<file path="src/core/rtic_pkg.sv">
/*
  Package for the real-time interval counters: widths, tick divider,
  reset values and the carrier structs shared by the counter files.
  Assumes a single 20 MHz core clock; nothing else.
*/
package rtic_pkg;

  // Clock and tick timing
  localparam int unsigned CORE_CLK_HZ   = 20_000_000;
  localparam int unsigned TICK_HZ       = 1_000_000;
  localparam int unsigned TICK_DIV      = CORE_CLK_HZ / TICK_HZ;

  // Field widths and positions
  localparam int unsigned RTC_CNT_W     = 47;
  localparam int unsigned RTC_OUT_W     = 48;
  localparam int unsigned IVL_W         = 24;
  localparam int unsigned JOB_FLAG_BIT  = 36;
  localparam int unsigned MON_IRQ_CHAN  = 15;

  // Reset values
  localparam logic [RTC_CNT_W-1:0] RTC_RESET = 47'h0000_0000_0000;
  localparam logic [IVL_W-1:0]     IVL_RESET = 24'h00_0000;

  // Interval timer state
  typedef enum logic [1:0] {
    RTIC_IDLE = 2'b01,
    RTIC_RUN  = 2'b10
  } rtic_tmr_state_type;

  // Load request carried from the instruction unit
  typedef struct packed {
    logic             load;
    logic [IVL_W-1:0] value;
  } rtic_load_type;

  // Interval timer state record
  typedef struct packed {
    rtic_tmr_state_type state;
    logic [IVL_W-1:0]   count;
    logic               expire;
  } rtic_tmr_type;

endpackage

</file>
<file path="src/core/rtic_interval_timer.sv">
/*
  One 24-bit interval down-counter with activity state and an expiry
  pulse. Assumes load and tick come from logic on the same clock.
*/
`timescale 1ns/10ps
module rtic_interval_timer #(
  parameter int unsigned WIDTH = rtic_pkg::IVL_W
) (
  // Clock and reset
  input  wire logic                 i_core_clk,
  input  wire logic                 i_rst,
  input  wire logic                 i_ce,
  // Control
  input  wire logic                 i_tick,
  input  wire logic                 i_run_ok,
  input  wire rtic_pkg::rtic_load_type i_load,
  // State out
  output      rtic_pkg::rtic_tmr_type  o_tmr
);

  // Counts are package-typed, so only the package width can be served
  if (WIDTH != rtic_pkg::IVL_W) $error("rtic_interval_timer: WIDTH must match IVL_W");

  rtic_pkg::rtic_tmr_type tmr_q;
  rtic_pkg::rtic_tmr_type tmr_d;

  // Load wins over a tick in the same cycle; a zero load goes idle quietly
  always_comb begin
    tmr_d        = tmr_q;
    tmr_d.expire = 1'b0;
    if (i_load.load) begin
      tmr_d.count = i_load.value;
      tmr_d.state = (i_load.value != rtic_pkg::IVL_RESET) ? rtic_pkg::RTIC_RUN
                                                          : rtic_pkg::RTIC_IDLE;
    end else if (i_tick && i_run_ok && tmr_q.state == rtic_pkg::RTIC_RUN) begin
      tmr_d.count = tmr_q.count - 24'h00_0001;
      if (tmr_q.count == 24'h00_0001) begin
        tmr_d.state  = rtic_pkg::RTIC_IDLE;
        tmr_d.expire = 1'b1;
      end
    end
  end

  // Registered state; master clear leaves the timer idle at zero. A low enable
  // holds the expiry pulse too, so the frozen upper level still sees it later
  always_ff @(posedge i_core_clk) begin
    if (i_rst) begin
      tmr_q <= '{state: rtic_pkg::RTIC_IDLE, count: rtic_pkg::IVL_RESET, expire: 1'b0};
    end else if (i_ce) begin
      tmr_q <= tmr_d;
    end
  end

  assign o_tmr = tmr_q;

endmodule

</file>
<file path="src/core/rtic_counters.sv">
/*
  Real-time counters of the scalar processor: free-running microsecond
  clock, monitor interval timer and job interval timer. Assumes the
  instruction unit and exchange sequencer run on i_core_clk and present
  one-cycle request strobes; mode flags are levels from the same logic.
*/
`timescale 1ns/10ps
// Summary of operation
// - 47-bit free-running count advances per 1 MHz tick; read as 48 bits, sign zero.
// - Clock never cleared; copied to destination on transmit-clock instruction.
// - 24-bit monitor timer decrements at 1 MHz; loadable only in monitor mode.
// - Nonzero load activates monitor timer; decrements each tick until zero.
// - Monitor timer reaching zero raises external interrupt channel 15, then idles.
// - Monitor timer deactivated by master clear, zero load, or reaching zero.
// - 24-bit job timer decrements at 1 MHz; loadable only in job mode.
// - Exchange to monitor stops job timer, saves count; resume reloads and continues.
// - Job timer reaching zero sets data flag branch register bit 36.
// - Zero load deactivates job timer without flag; master clear deactivates it.
module rtic_counters #(
  parameter int unsigned TICK_DIV = rtic_pkg::TICK_DIV
) (
  // Clock, reset, enable
  input  wire logic                          i_core_clk,
  input  wire logic                          i_rst,
  input  wire logic                          i_ce,
  // Mode and instruction strobes
  input  wire logic                          i_monitor_mode,
  input  wire logic                          i_rtc_read,
  input  wire logic                          i_mon_load,
  input  wire logic                          i_job_load,
  input  wire logic [rtic_pkg::IVL_W-1:0]    i_load_value,
  // Exchange sequencer
  input  wire logic                          i_xchg_save,
  input  wire logic                          i_xchg_restore,
  input  wire logic [rtic_pkg::IVL_W-1:0]    i_restore_value,
  // Results
  output logic [rtic_pkg::RTC_OUT_W-1:0]     o_rtc_value,
  output logic                               o_rtc_valid,
  output logic [rtic_pkg::IVL_W-1:0]         o_save_value,
  output logic                               o_save_valid,
  output logic                               o_mon_irq,
  output logic                               o_job_flag_set,
  output logic [rtic_pkg::IVL_W-1:0]         o_mon_count,
  output logic [rtic_pkg::IVL_W-1:0]         o_job_count,
  output logic                               o_mon_active,
  output logic                               o_job_active,
  output logic                               o_tick
);

  // The divider counter is eight bits wide and the tick must be one cycle
  if (TICK_DIV < 2 || TICK_DIV > 255) $error("rtic_counters: TICK_DIV out of range");

  // Whole state of this level in one record
  typedef struct packed {
    logic [7:0]                       div;
    logic                             tick;
    logic [rtic_pkg::RTC_CNT_W-1:0]   rtc;
    logic [rtic_pkg::RTC_OUT_W-1:0]   rtc_out;
    logic                             rtc_valid;
    logic [rtic_pkg::IVL_W-1:0]       save_val;
    logic                             save_valid;
    logic                             job_held;
    logic                             mon_irq;
    logic                             job_flag;
  } rtic_top_type;

  // Power-up value of the clock is a defined zero; master clear never touches it
  rtic_top_type st_q = '{rtc: rtic_pkg::RTC_RESET, default: '0};
  rtic_top_type st_d;

  rtic_pkg::rtic_load_type mon_ld;
  rtic_pkg::rtic_load_type job_ld;
  rtic_pkg::rtic_tmr_type  mon_tmr;
  rtic_pkg::rtic_tmr_type  job_tmr;

  // Load gating by mode; a restore reuses the job load path so the count
  // resumes exactly where it stopped
  always_comb begin
    mon_ld.load  = i_mon_load && i_monitor_mode;
    mon_ld.value = i_load_value;
    job_ld.load  = (i_job_load && !i_monitor_mode) || i_xchg_restore;
    job_ld.value = i_xchg_restore ? i_restore_value : i_load_value;
  end

  rtic_interval_timer #(.WIDTH(rtic_pkg::IVL_W)) u_mon (
    .i_core_clk (i_core_clk),
    .i_rst      (i_rst),
    .i_ce       (i_ce),
    .i_tick     (st_q.tick),
    .i_run_ok   (1'b1),
    .i_load     (mon_ld),
    .o_tmr      (mon_tmr)
  );

  // Job timer is frozen while its job is swapped out
  rtic_interval_timer #(.WIDTH(rtic_pkg::IVL_W)) u_job (
    .i_core_clk (i_core_clk),
    .i_rst      (i_rst),
    .i_ce       (i_ce),
    .i_tick     (st_q.tick),
    .i_run_ok   (!st_q.job_held && !i_xchg_save),
    .i_load     (job_ld),
    .o_tmr      (job_tmr)
  );

  // Tick divider, clock, capture and event pulses
  always_comb begin
    st_d            = st_q;
    st_d.rtc_valid  = 1'b0;
    st_d.save_valid = 1'b0;
    st_d.tick       = 1'b0;
    if (st_q.div == 8'(TICK_DIV - 1)) begin
      st_d.div  = 8'h00;
      st_d.tick = 1'b1;
    end else begin
      st_d.div = st_q.div + 8'h01;
    end
    if (st_q.tick) begin
      st_d.rtc = st_q.rtc + 47'h0000_0000_0001;
    end
    if (i_rtc_read) begin
      st_d.rtc_out   = {1'b0, st_q.rtc};
      st_d.rtc_valid = 1'b1;
    end
    if (i_xchg_save) begin
      st_d.save_val   = job_tmr.count;
      st_d.save_valid = 1'b1;
      st_d.job_held   = 1'b1;
    end else if (i_xchg_restore) begin
      st_d.job_held = 1'b0;
    end
    st_d.mon_irq  = mon_tmr.expire;
    st_d.job_flag = job_tmr.expire;
  end

  // Master clear never touches the free-running clock
  always_ff @(posedge i_core_clk) begin
    if (i_rst) begin
      st_q.div        <= 8'h00;
      st_q.tick       <= 1'b0;
      st_q.rtc_out    <= 48'h0000_0000_0000;
      st_q.rtc_valid  <= 1'b0;
      st_q.save_val   <= rtic_pkg::IVL_RESET;
      st_q.save_valid <= 1'b0;
      st_q.job_held   <= 1'b0;
      st_q.mon_irq    <= 1'b0;
      st_q.job_flag   <= 1'b0;
      st_q.rtc        <= st_d.rtc;
    end else if (i_ce) begin
      st_q <= st_d;
    end
  end

  // Outputs straight from flip-flops, except the active flags decoded from timer state
  always_comb begin
    o_rtc_value    = st_q.rtc_out;
    o_rtc_valid    = st_q.rtc_valid;
    o_save_value   = st_q.save_val;
    o_save_valid   = st_q.save_valid;
    o_mon_irq      = st_q.mon_irq;
    o_job_flag_set = st_q.job_flag;
    o_mon_count    = mon_tmr.count;
    o_job_count    = job_tmr.count;
    o_mon_active   = (mon_tmr.state == rtic_pkg::RTIC_RUN);
    o_job_active   = (job_tmr.state == rtic_pkg::RTIC_RUN);
    o_tick         = st_q.tick;
  end

  // Checks
  a_rtc_sign_zero: assert property (@(posedge i_core_clk) disable iff (i_rst)
    o_rtc_valid |-> !o_rtc_value[rtic_pkg::RTC_OUT_W-1])
    else $error("clock sign bit set");
  a_rtc_advances: assert property (@(posedge i_core_clk) disable iff (i_rst)
    (st_q.tick && i_ce) |=> st_q.rtc == $past(st_q.rtc) + 47'h0000_0000_0001)
    else $error("clock did not advance on tick");
  a_tick_single: assert property (@(posedge i_core_clk) disable iff (i_rst)
    (st_q.tick && i_ce) |=> !st_q.tick)
    else $error("tick longer than one cycle");
  a_mon_load_gate: assert property (@(posedge i_core_clk) disable iff (i_rst)
    (i_ce && i_mon_load && !i_monitor_mode && mon_tmr.state == rtic_pkg::RTIC_IDLE)
      |=> mon_tmr.state == rtic_pkg::RTIC_IDLE)
    else $error("monitor timer loaded outside monitor mode");
  a_mon_activate: assert property (@(posedge i_core_clk) disable iff (i_rst)
    (i_ce && mon_ld.load && mon_ld.value != 24'h00_0000) |=> o_mon_active)
    else $error("nonzero load did not activate");
  a_mon_irq_zero: assert property (@(posedge i_core_clk) disable iff (i_rst)
    mon_tmr.expire |-> (mon_tmr.count == 24'h00_0000 && !o_mon_active))
    else $error("interrupt without zero count");
  a_mon_zero_load: assert property (@(posedge i_core_clk) disable iff (i_rst)
    (i_ce && mon_ld.load && mon_ld.value == 24'h00_0000) |=> !o_mon_active)
    else $error("zero load left timer active");
  a_job_load_gate: assert property (@(posedge i_core_clk) disable iff (i_rst)
    (i_ce && i_job_load && i_monitor_mode && !i_xchg_restore
      && job_tmr.state == rtic_pkg::RTIC_IDLE) |=> !o_job_active)
    else $error("job timer loaded in monitor mode");
  a_job_held: assert property (@(posedge i_core_clk) disable iff (i_rst)
    (st_q.job_held && !job_ld.load) |=> $stable(job_tmr.count))
    else $error("held job timer moved");
  a_job_flag: assert property (@(posedge i_core_clk) disable iff (i_rst)
    (i_ce && job_tmr.expire) |=> o_job_flag_set)
    else $error("job expiry did not set flag");
  a_job_zero_quiet: assert property (@(posedge i_core_clk) disable iff (i_rst)
    (i_ce && job_ld.load && job_ld.value == 24'h00_0000) |=> !job_tmr.expire)
    else $error("zero load raised job flag");

  // Capture, pulse and master clear checks
  a_rtc_capture: assert property (@(posedge i_core_clk) disable iff (i_rst)
    (i_ce && i_rtc_read) |=> (o_rtc_valid && o_rtc_value == {1'b0, $past(st_q.rtc)}))
    else $error("clock capture mismatch");
  a_rtc_kept: assert property (@(posedge i_core_clk)
    i_rst |=> (st_q.rtc == $past(st_q.rtc)
      || st_q.rtc == $past(st_q.rtc) + 47'h0000_0000_0001))
    else $error("master clear changed the clock");
  a_save_capture: assert property (@(posedge i_core_clk) disable iff (i_rst)
    (i_ce && i_xchg_save) |=> (o_save_valid && o_save_value == $past(job_tmr.count)))
    else $error("saved job count mismatch");
  a_save_freeze: assert property (@(posedge i_core_clk) disable iff (i_rst)
    (i_ce && i_xchg_save && !job_ld.load) |=> job_tmr.count == $past(job_tmr.count))
    else $error("job timer moved on exchange out");
  a_mon_irq_pulse: assert property (@(posedge i_core_clk) disable iff (i_rst)
    (i_ce && mon_tmr.expire) |=> o_mon_irq)
    else $error("monitor expiry raised no interrupt");
  a_job_flag_pulse: assert property (@(posedge i_core_clk) disable iff (i_rst)
    (i_ce && o_job_flag_set) |=> !o_job_flag_set)
    else $error("job flag pulse longer than one cycle");
  a_job_zero_idle: assert property (@(posedge i_core_clk) disable iff (i_rst)
    (i_ce && job_ld.load && job_ld.value == 24'h00_0000) |=> !o_job_active)
    else $error("zero load left job timer active");

endmodule

</file>
<file path="config.mk">
export PLATFORM = sky130hd
export DESIGN_NAME = rtic_counters
export DESIGN_NICKNAME = d
export VERILOG_FILES = /design/src/core/rtic_pkg.sv /design/src/core/rtic_interval_timer.sv /design/src/core/rtic_counters.sv
export SDC_FILE = /design/constraint.sdc
export NUM_CORES = 1
export LEC_CHECK = 0
export ABC_AREA = 0
export ABC_CLOCK_PERIOD_IN_PS = 2100
export BUFFER_PORTS_ARGS = -buffer_cell sky130_fd_sc_hd__buf_2
export CORE_ASPECT_RATIO = 0.6
export CORE_MARGIN = 8
export CORE_UTILIZATION = 50
export CTS_CLUSTER_DIAMETER = 200
export DETAILED_ROUTE_END_ITERATION = 16
export PLACE_DENSITY = 0.76
export SYNTH_ARGS = -nofsm -noshare
export SYNTH_HDL_FRONTEND = slang
export SYNTH_SLANG_ARGS = --single-unit
export TNS_END_PERCENT = 5
</file>
<file path="constraint.sdc">
create_clock -name i_core_clk -period 2.1 [get_ports i_core_clk]
set_input_delay 0.42 -clock i_core_clk [delete_from_list [all_inputs] [get_ports i_core_clk]]
set_output_delay 0.42 -clock i_core_clk [all_outputs]
set_load 0.02 [all_outputs]
</file>
# Word-level counts from Yosys, hierarchy flattened
# Index checks and enable logic that the tools add are counted.
# op_classes
n_eq_ne	5
muxes	22
add_sub_neg	4
reduce_logical	25
# op_table
operator	count
$mux 124	2
$mux 27	2
$mux 26	2
$eq 24x1->1 const B	2
$mux 48	1
$reduce_bool 24->1	2
$sub 24x1->24 const B	2
$add 47x1->47 const B	1
$mux 47	1
$mux 25	1
$mux 24	1
$reduce_bool 2->1	6
$reduce_and 2->1	5
$add 8x1->8 const B	1
$eq 8x5->1 const B	1
$mux 2	4
$mux 8	1
$mux 1	7
$logic_and 1x1->1	6
$reduce_and 3->1	2
$eq 2x2->1 const B	2
$logic_not 1->1	3
$logic_or 1x1->1	1
# totals
output_inout_bits	127
regBits	186
in_bits	57

# Longest topological paths before layout
# depth
word_depth	6
ltp_mapped	8
mapped_depth_nobuf	7

# Cells and area by module
# From an unflattened synthesis, not the netlist that was laid out.
# unflattened
hier_cells	1213
hier_area_um2	10209.8
# modules_own_cells
module	instances	cells_per_inst	area_each_um2
rtic_counters	1	737	6503.7
rtic_interval_timer	2	238	1853.0

# Worst setup path before layout
# OpenSTA, ideal clock, no wires.
# synth_timing
kind	reg2reg
startpoint	reg u_mon.tmr_q, in the netlist u_mon.o_tmr[13]
endpoint	reg u_mon.tmr_q, in the netlist u_mon.o_tmr[24]
path_stages_with_launch	6
arrival_time_ns	2.137
period_less_slack_ns	2.259
path_slack_ns	-0.159
required_ns	1.978
n_path_buf	1
path_cell_list	dfxtp_1 > or4_1 > buf_2 > or4_4 > or3_1 > a311o_1
# synth_between
elab_chain_len	3
# synth_rtl
element	line_no	source
from (decl)	rtic_interval_timer.sv:24	rtic_pkg::rtic_tmr_type tmr_q;
from (signal assigned)	rtic_interval_timer.sv:48	tmr_q <= '{state: rtic_pkg::RTIC_IDLE, count: rtic_pkg::IVL_RESET, expire: 1'b0};
from (signal assigned)	rtic_interval_timer.sv:50	tmr_q <= tmr_d;
$sub 24x1->24	rtic_interval_timer.sv:36	tmr_d.count = tmr_q.count - 24'h00_0001;
$mux 27	rtic_interval_timer.sv:35	end else if (i_tick && i_run_ok && tmr_q.state == rtic_pkg::RTIC_RUN) begin
$mux 26	rtic_interval_timer.sv:31	if (i_load.load) begin
# Every way passes these cells. The select of a mux whose other input is x is not followed.
# A chain may end at the register's enable or synchronous reset.

# Worst setup path after layout
# layout_timing
startpoint	reg u_mon.tmr_q, in the netlist u_mon.o_tmr[20]
endpoint	reg u_mon.tmr_q, in the netlist u_mon.o_tmr[24]
# The elaborated chain is that of the path after synthesis.

==> results.txt <==
The floorplan step set the die height to 126.9 um. The worst setup path is of the reg2reg kind. The number of flip-flops and latches in the synthesized netlist came out at 186.

The total via count in the routed design came out at 10161. The TritonCTS buffer count is 17. For this run, the register share of the synthesized area comes to 40.89%. The iteration-0 DRC count of the detailed router came out at 1262.

Summed over all cells, the static leakage comes to 5.102 nW. The kind of end point of the critical path is a flip-flop. The count of maximum capacitance violations came out at 0.

The number of hold violations in the final report was 0. The net count of the finished layout is 1490. Dividing the synthesized area by the synthesized cell count gives 8.146 um^2. The number of global-route vias before repair is 9491.

The worst relative slew slack came out at 62.33%. Across the VDD grid, the largest voltage drop is 579.0 uV. When the netlist entered floorplanning its net count stood at 1322. The remaining routing DRC violations is 0.

By count the netlist is led by 199 x sky130_fd_sc_hd__nand2_1, 139 x sky130_fd_sc_hd__dfxtp_1, 138 x sky130_fd_sc_hd__a21oi_1. In this run the worst hold path is classified as in2reg. Yosys instantiated no cell more often than sky130_fd_sc_hd__nand2_1. The clock arrives with 0.01322 ns of skew. The overall die area is 25500 um^2.

The count of nets left with antenna violations once routing finished came out at 0. In the final routed layout, each cell accounts on average for 20.44 um. Dividing the detail-routed via count by the number of cells gives 5.932. sky130_fd_sc_hd__dfxtp_1 takes more of the synthesized area than any other cell.

Setup repair after global routing could not meet its margin everywhere. The number of synthesis warnings is 0. Counting flops with a built-in enable in the synthesized netlist gives 47. The biggest fanout along the worst timing path came out at 3.

The required time at the endpoint of the critical path came out at 2.47 ns. The core box area came out at 20070 um^2. Static timing analysis puts the maximum clock frequency at 466.9 MHz. The ratio of cells with drive above 1 in the final layout is 28.47%. The wire length after detailed routing came out at 35010 um. The clock period minus worst slack is 2.142 ns.

The die width came out at 200.9 um. The effective utilization at floorplan is 51.10%. The fraction of synthesis flops using an asynchronous set or reset pin is 0%. STA classifies the critical path startpoint as a flip-flop. The post-synthesis to final-layout area growth is 20.58%. Summing all placed instances gives a cell area of 11610 um^2. The sink count of the clock tree came out at 186. The clock latency of the later-clocked register in the worst-skew pair is 0.43 ns. The post-synthesis instance total is 1259. At the end of the flow the core is filled with cells to 61.62%.

The worst path arrival time came out at 2.51 ns. The final max-slew violation count came to 0. The flow ran to the end, but the final reports show violations.

The CTS tree is built. The final design instance area without fill is 12370 um^2. The wire length of the first global-routing pass is 54140 um. The number of endpoints failing setup at the final stage came out at 4.

The top cell type by area accounts for 27.13% of the synthesized area. The post-synth design cell area is 10260 um^2. Counting along the longest clock path gives a buffer depth of 2.

The number of library cell types mapped by synthesis came out at 65. The weighted congestion at the end of routability-driven global placement is 1.007. The final antenna diode count came out at 0. Among all flip-flop cells after synthesis, the most frequent one is sky130_fd_sc_hd__dfxtp_1. The fill cell total of the finished layout is 1785. The actual slew at the worst max-slew pin came out at 0.5599 ns. The final clock period utilization by the worst path came out at 102.0%. The H-tree generated during clock tree synthesis spans 4 levels.

Across every metal layer, demand over resource in global routing totals 26.43%. The number of I/O pins came out at 184. The HPWL after detailed placement is 26340 um.

In this run the clock root is driven by a sky130_fd_sc_hd__clkbuf_16. The placement row count came out at 40. The number of buffers added on ports came out at 182. The number of antenna violations at the first check in global routing is 1.

The leftover overflow at the end of global routing is 0. After synthesis, the cell types taking the most area are sky130_fd_sc_hd__dfxtp_1 27%, sky130_fd_sc_hd__edfxtp_1 14%, sky130_fd_sc_hd__buf_4 8.8%, sky130_fd_sc_hd__nand2_1 7.3%, sky130_fd_sc_hd__a21oi_1 6.7%. The checks that failed: setup timing. The power per cell area is 734.6 nW/um^2. After clock tree synthesis, the clock-pin slew on the worst setup and hold paths is 0.07 ns. The worst setup margin came out at -0.04162 ns. Entering global routing, the biggest net connects 65 pins. Before antenna repair, the detailed router went through 6 iterations.
[cell usage in the layout (no fill, tap or decap), types with 5 or more instances in the layout]
master and count:
sky130_fd_sc_hd__nand2_1 199, sky130_fd_sc_hd__mux2i_1 25, sky130_fd_sc_hd__nor3_1 19, sky130_fd_sc_hd__nand2b_1 5, sky130_fd_sc_hd__xor2_1 10, sky130_fd_sc_hd__nand3_1 33
sky130_fd_sc_hd__clkbuf_16 20, sky130_fd_sc_hd__a21oi_1 136, sky130_fd_sc_hd__buf_2 181, sky130_fd_sc_hd__and3_1 10, sky130_fd_sc_hd__mux2_2 5, sky130_fd_sc_hd__and2_1 10
sky130_fd_sc_hd__ha_1 6, sky130_fd_sc_hd__nor4_1 32, sky130_fd_sc_hd__buf_4 151, sky130_fd_sc_hd__o21a_1 5, sky130_fd_sc_hd__or4_1 16, sky130_fd_sc_hd__nand4_1 18
sky130_fd_sc_hd__a31oi_1 18, sky130_fd_sc_hd__xnor2_1 22, sky130_fd_sc_hd__o21ai_0 50, sky130_fd_sc_hd__a22oi_1 7, sky130_fd_sc_hd__and4_4 5, sky130_fd_sc_hd__o22ai_1 9
sky130_fd_sc_hd__o32ai_1 8, sky130_fd_sc_hd__or3_1 15, sky130_fd_sc_hd__o211ai_1 5, sky130_fd_sc_hd__edfxtp_1 47, sky130_fd_sc_hd__nor2_1 98, sky130_fd_sc_hd__a211oi_1 5
sky130_fd_sc_hd__o31ai_1 5, sky130_fd_sc_hd__or4_4 7, sky130_fd_sc_hd__a32o_1 5, sky130_fd_sc_hd__dfxtp_1 137, sky130_fd_sc_hd__inv_1 23, sky130_fd_sc_hd__buf_12 8
[logic make-up after synthesis]
group	after synthesis	synth area share (%)
compound gates	284	16.45
xor+xnor	32	2.733
fa+ha+maj	6	0.7320
buf+inv	217	12.35
flops	186	40.89
mux	30	2.989
other cells	1	0.03656
simple gates	503	23.83
[layer usage]
metal	track usage [%]	routed length, um	up-vias
li1	-	-	4714
met5	0	0	-
met1	38.23	16040	4827
met3	9.786	4292	38
met4	6.121	444	0
met2	36.31	14230	582
[through the flow]
step | power [mW] | std cells | hold WS (ns) | setup TNS, ns | worst slack (ns)
floorplan | 5.081 | 1259 | 0.4367 | -0.5229 | -0.1388
global placement | 5.679 | 1677 | 0.4398 | -0.1381 | -0.09660
detailed placement | 5.714 | 1677 | 0.4437 | -0.3732 | -0.1171
CTS | 9.066 | 1709 | 0.3284 | -0.02185 | -0.01082
global route | 9.430 | 1713 | 0.3467 | -0.5023 | -0.1254
finish | 9.085 | 1713 | 0.3675 | -0.09999 | -0.04162
[report_power, final]
group          internal, mW  total, mW  switching (mW)
Sequential             3.90       4.05           0.154
Clock                  1.93       3.36            1.43
Combinational         0.671       1.68            1.00
Total                  6.50       9.09            2.59
[worst max-delay path, stage by stage, from the launching register on]
cell	delay, ns
sky130_fd_sc_hd__dfxtp_1	0.31
sky130_fd_sc_hd__or4_4	0.55
sky130_fd_sc_hd__or4_4	0.51
sky130_fd_sc_hd__or3_4	0.36
sky130_fd_sc_hd__nor4_4	0.22
sky130_fd_sc_hd__a311o_1	0.14
[final timing paths]
kind                    startpoint               to  slack [ns]  cells past startpoint
hold reg to reg    o_rtc_value[16]  o_rtc_value[16]        0.45                      2
hold / removal    i_load_value[13]  u_mon.o_tmr[14]        0.37                      3
setup / recovery   u_mon.o_tmr[20]  u_mon.o_tmr[24]       -0.04                      5
setup reg to reg   u_mon.o_tmr[20]  u_mon.o_tmr[24]       -0.04                      5
[sequential cells by signal (all words and copies together) (netlist names)]
register and count:
o_save_value 24, o_rtc_valid 1, o_rtc_value 47, o_tick 1
st_q 56, o_mon_irq 1, o_job_flag_set 1, u_mon.o_tmr 27
o_save_valid 1, u_job.o_tmr 27
[repair_timing]
| action | CTS | global route |
|---|---|---|
| pin swaps | 10 | 7 |
| hold buffers | 0 | 0 |
| cloned | 0 | 0 |
| gates resized for setup | 14 | 18 |
| setup endpoints to repair | 11 | 23 |
| setup buffers | 0 | 4 |
[final cells by class]
cell class	instances	area, um^2	area share (%)
inverter	25	93.84	0.7588
tap	273	341.6	2.762
sequential	186	4197	33.93
clock buffer	25	539.3	4.361
clock inverter	7	72.57	0.5868
multi-input combinational	856	4912	39.72
timing repair buffer	341	2211	17.88
Power figures use the tool's default switching activity.
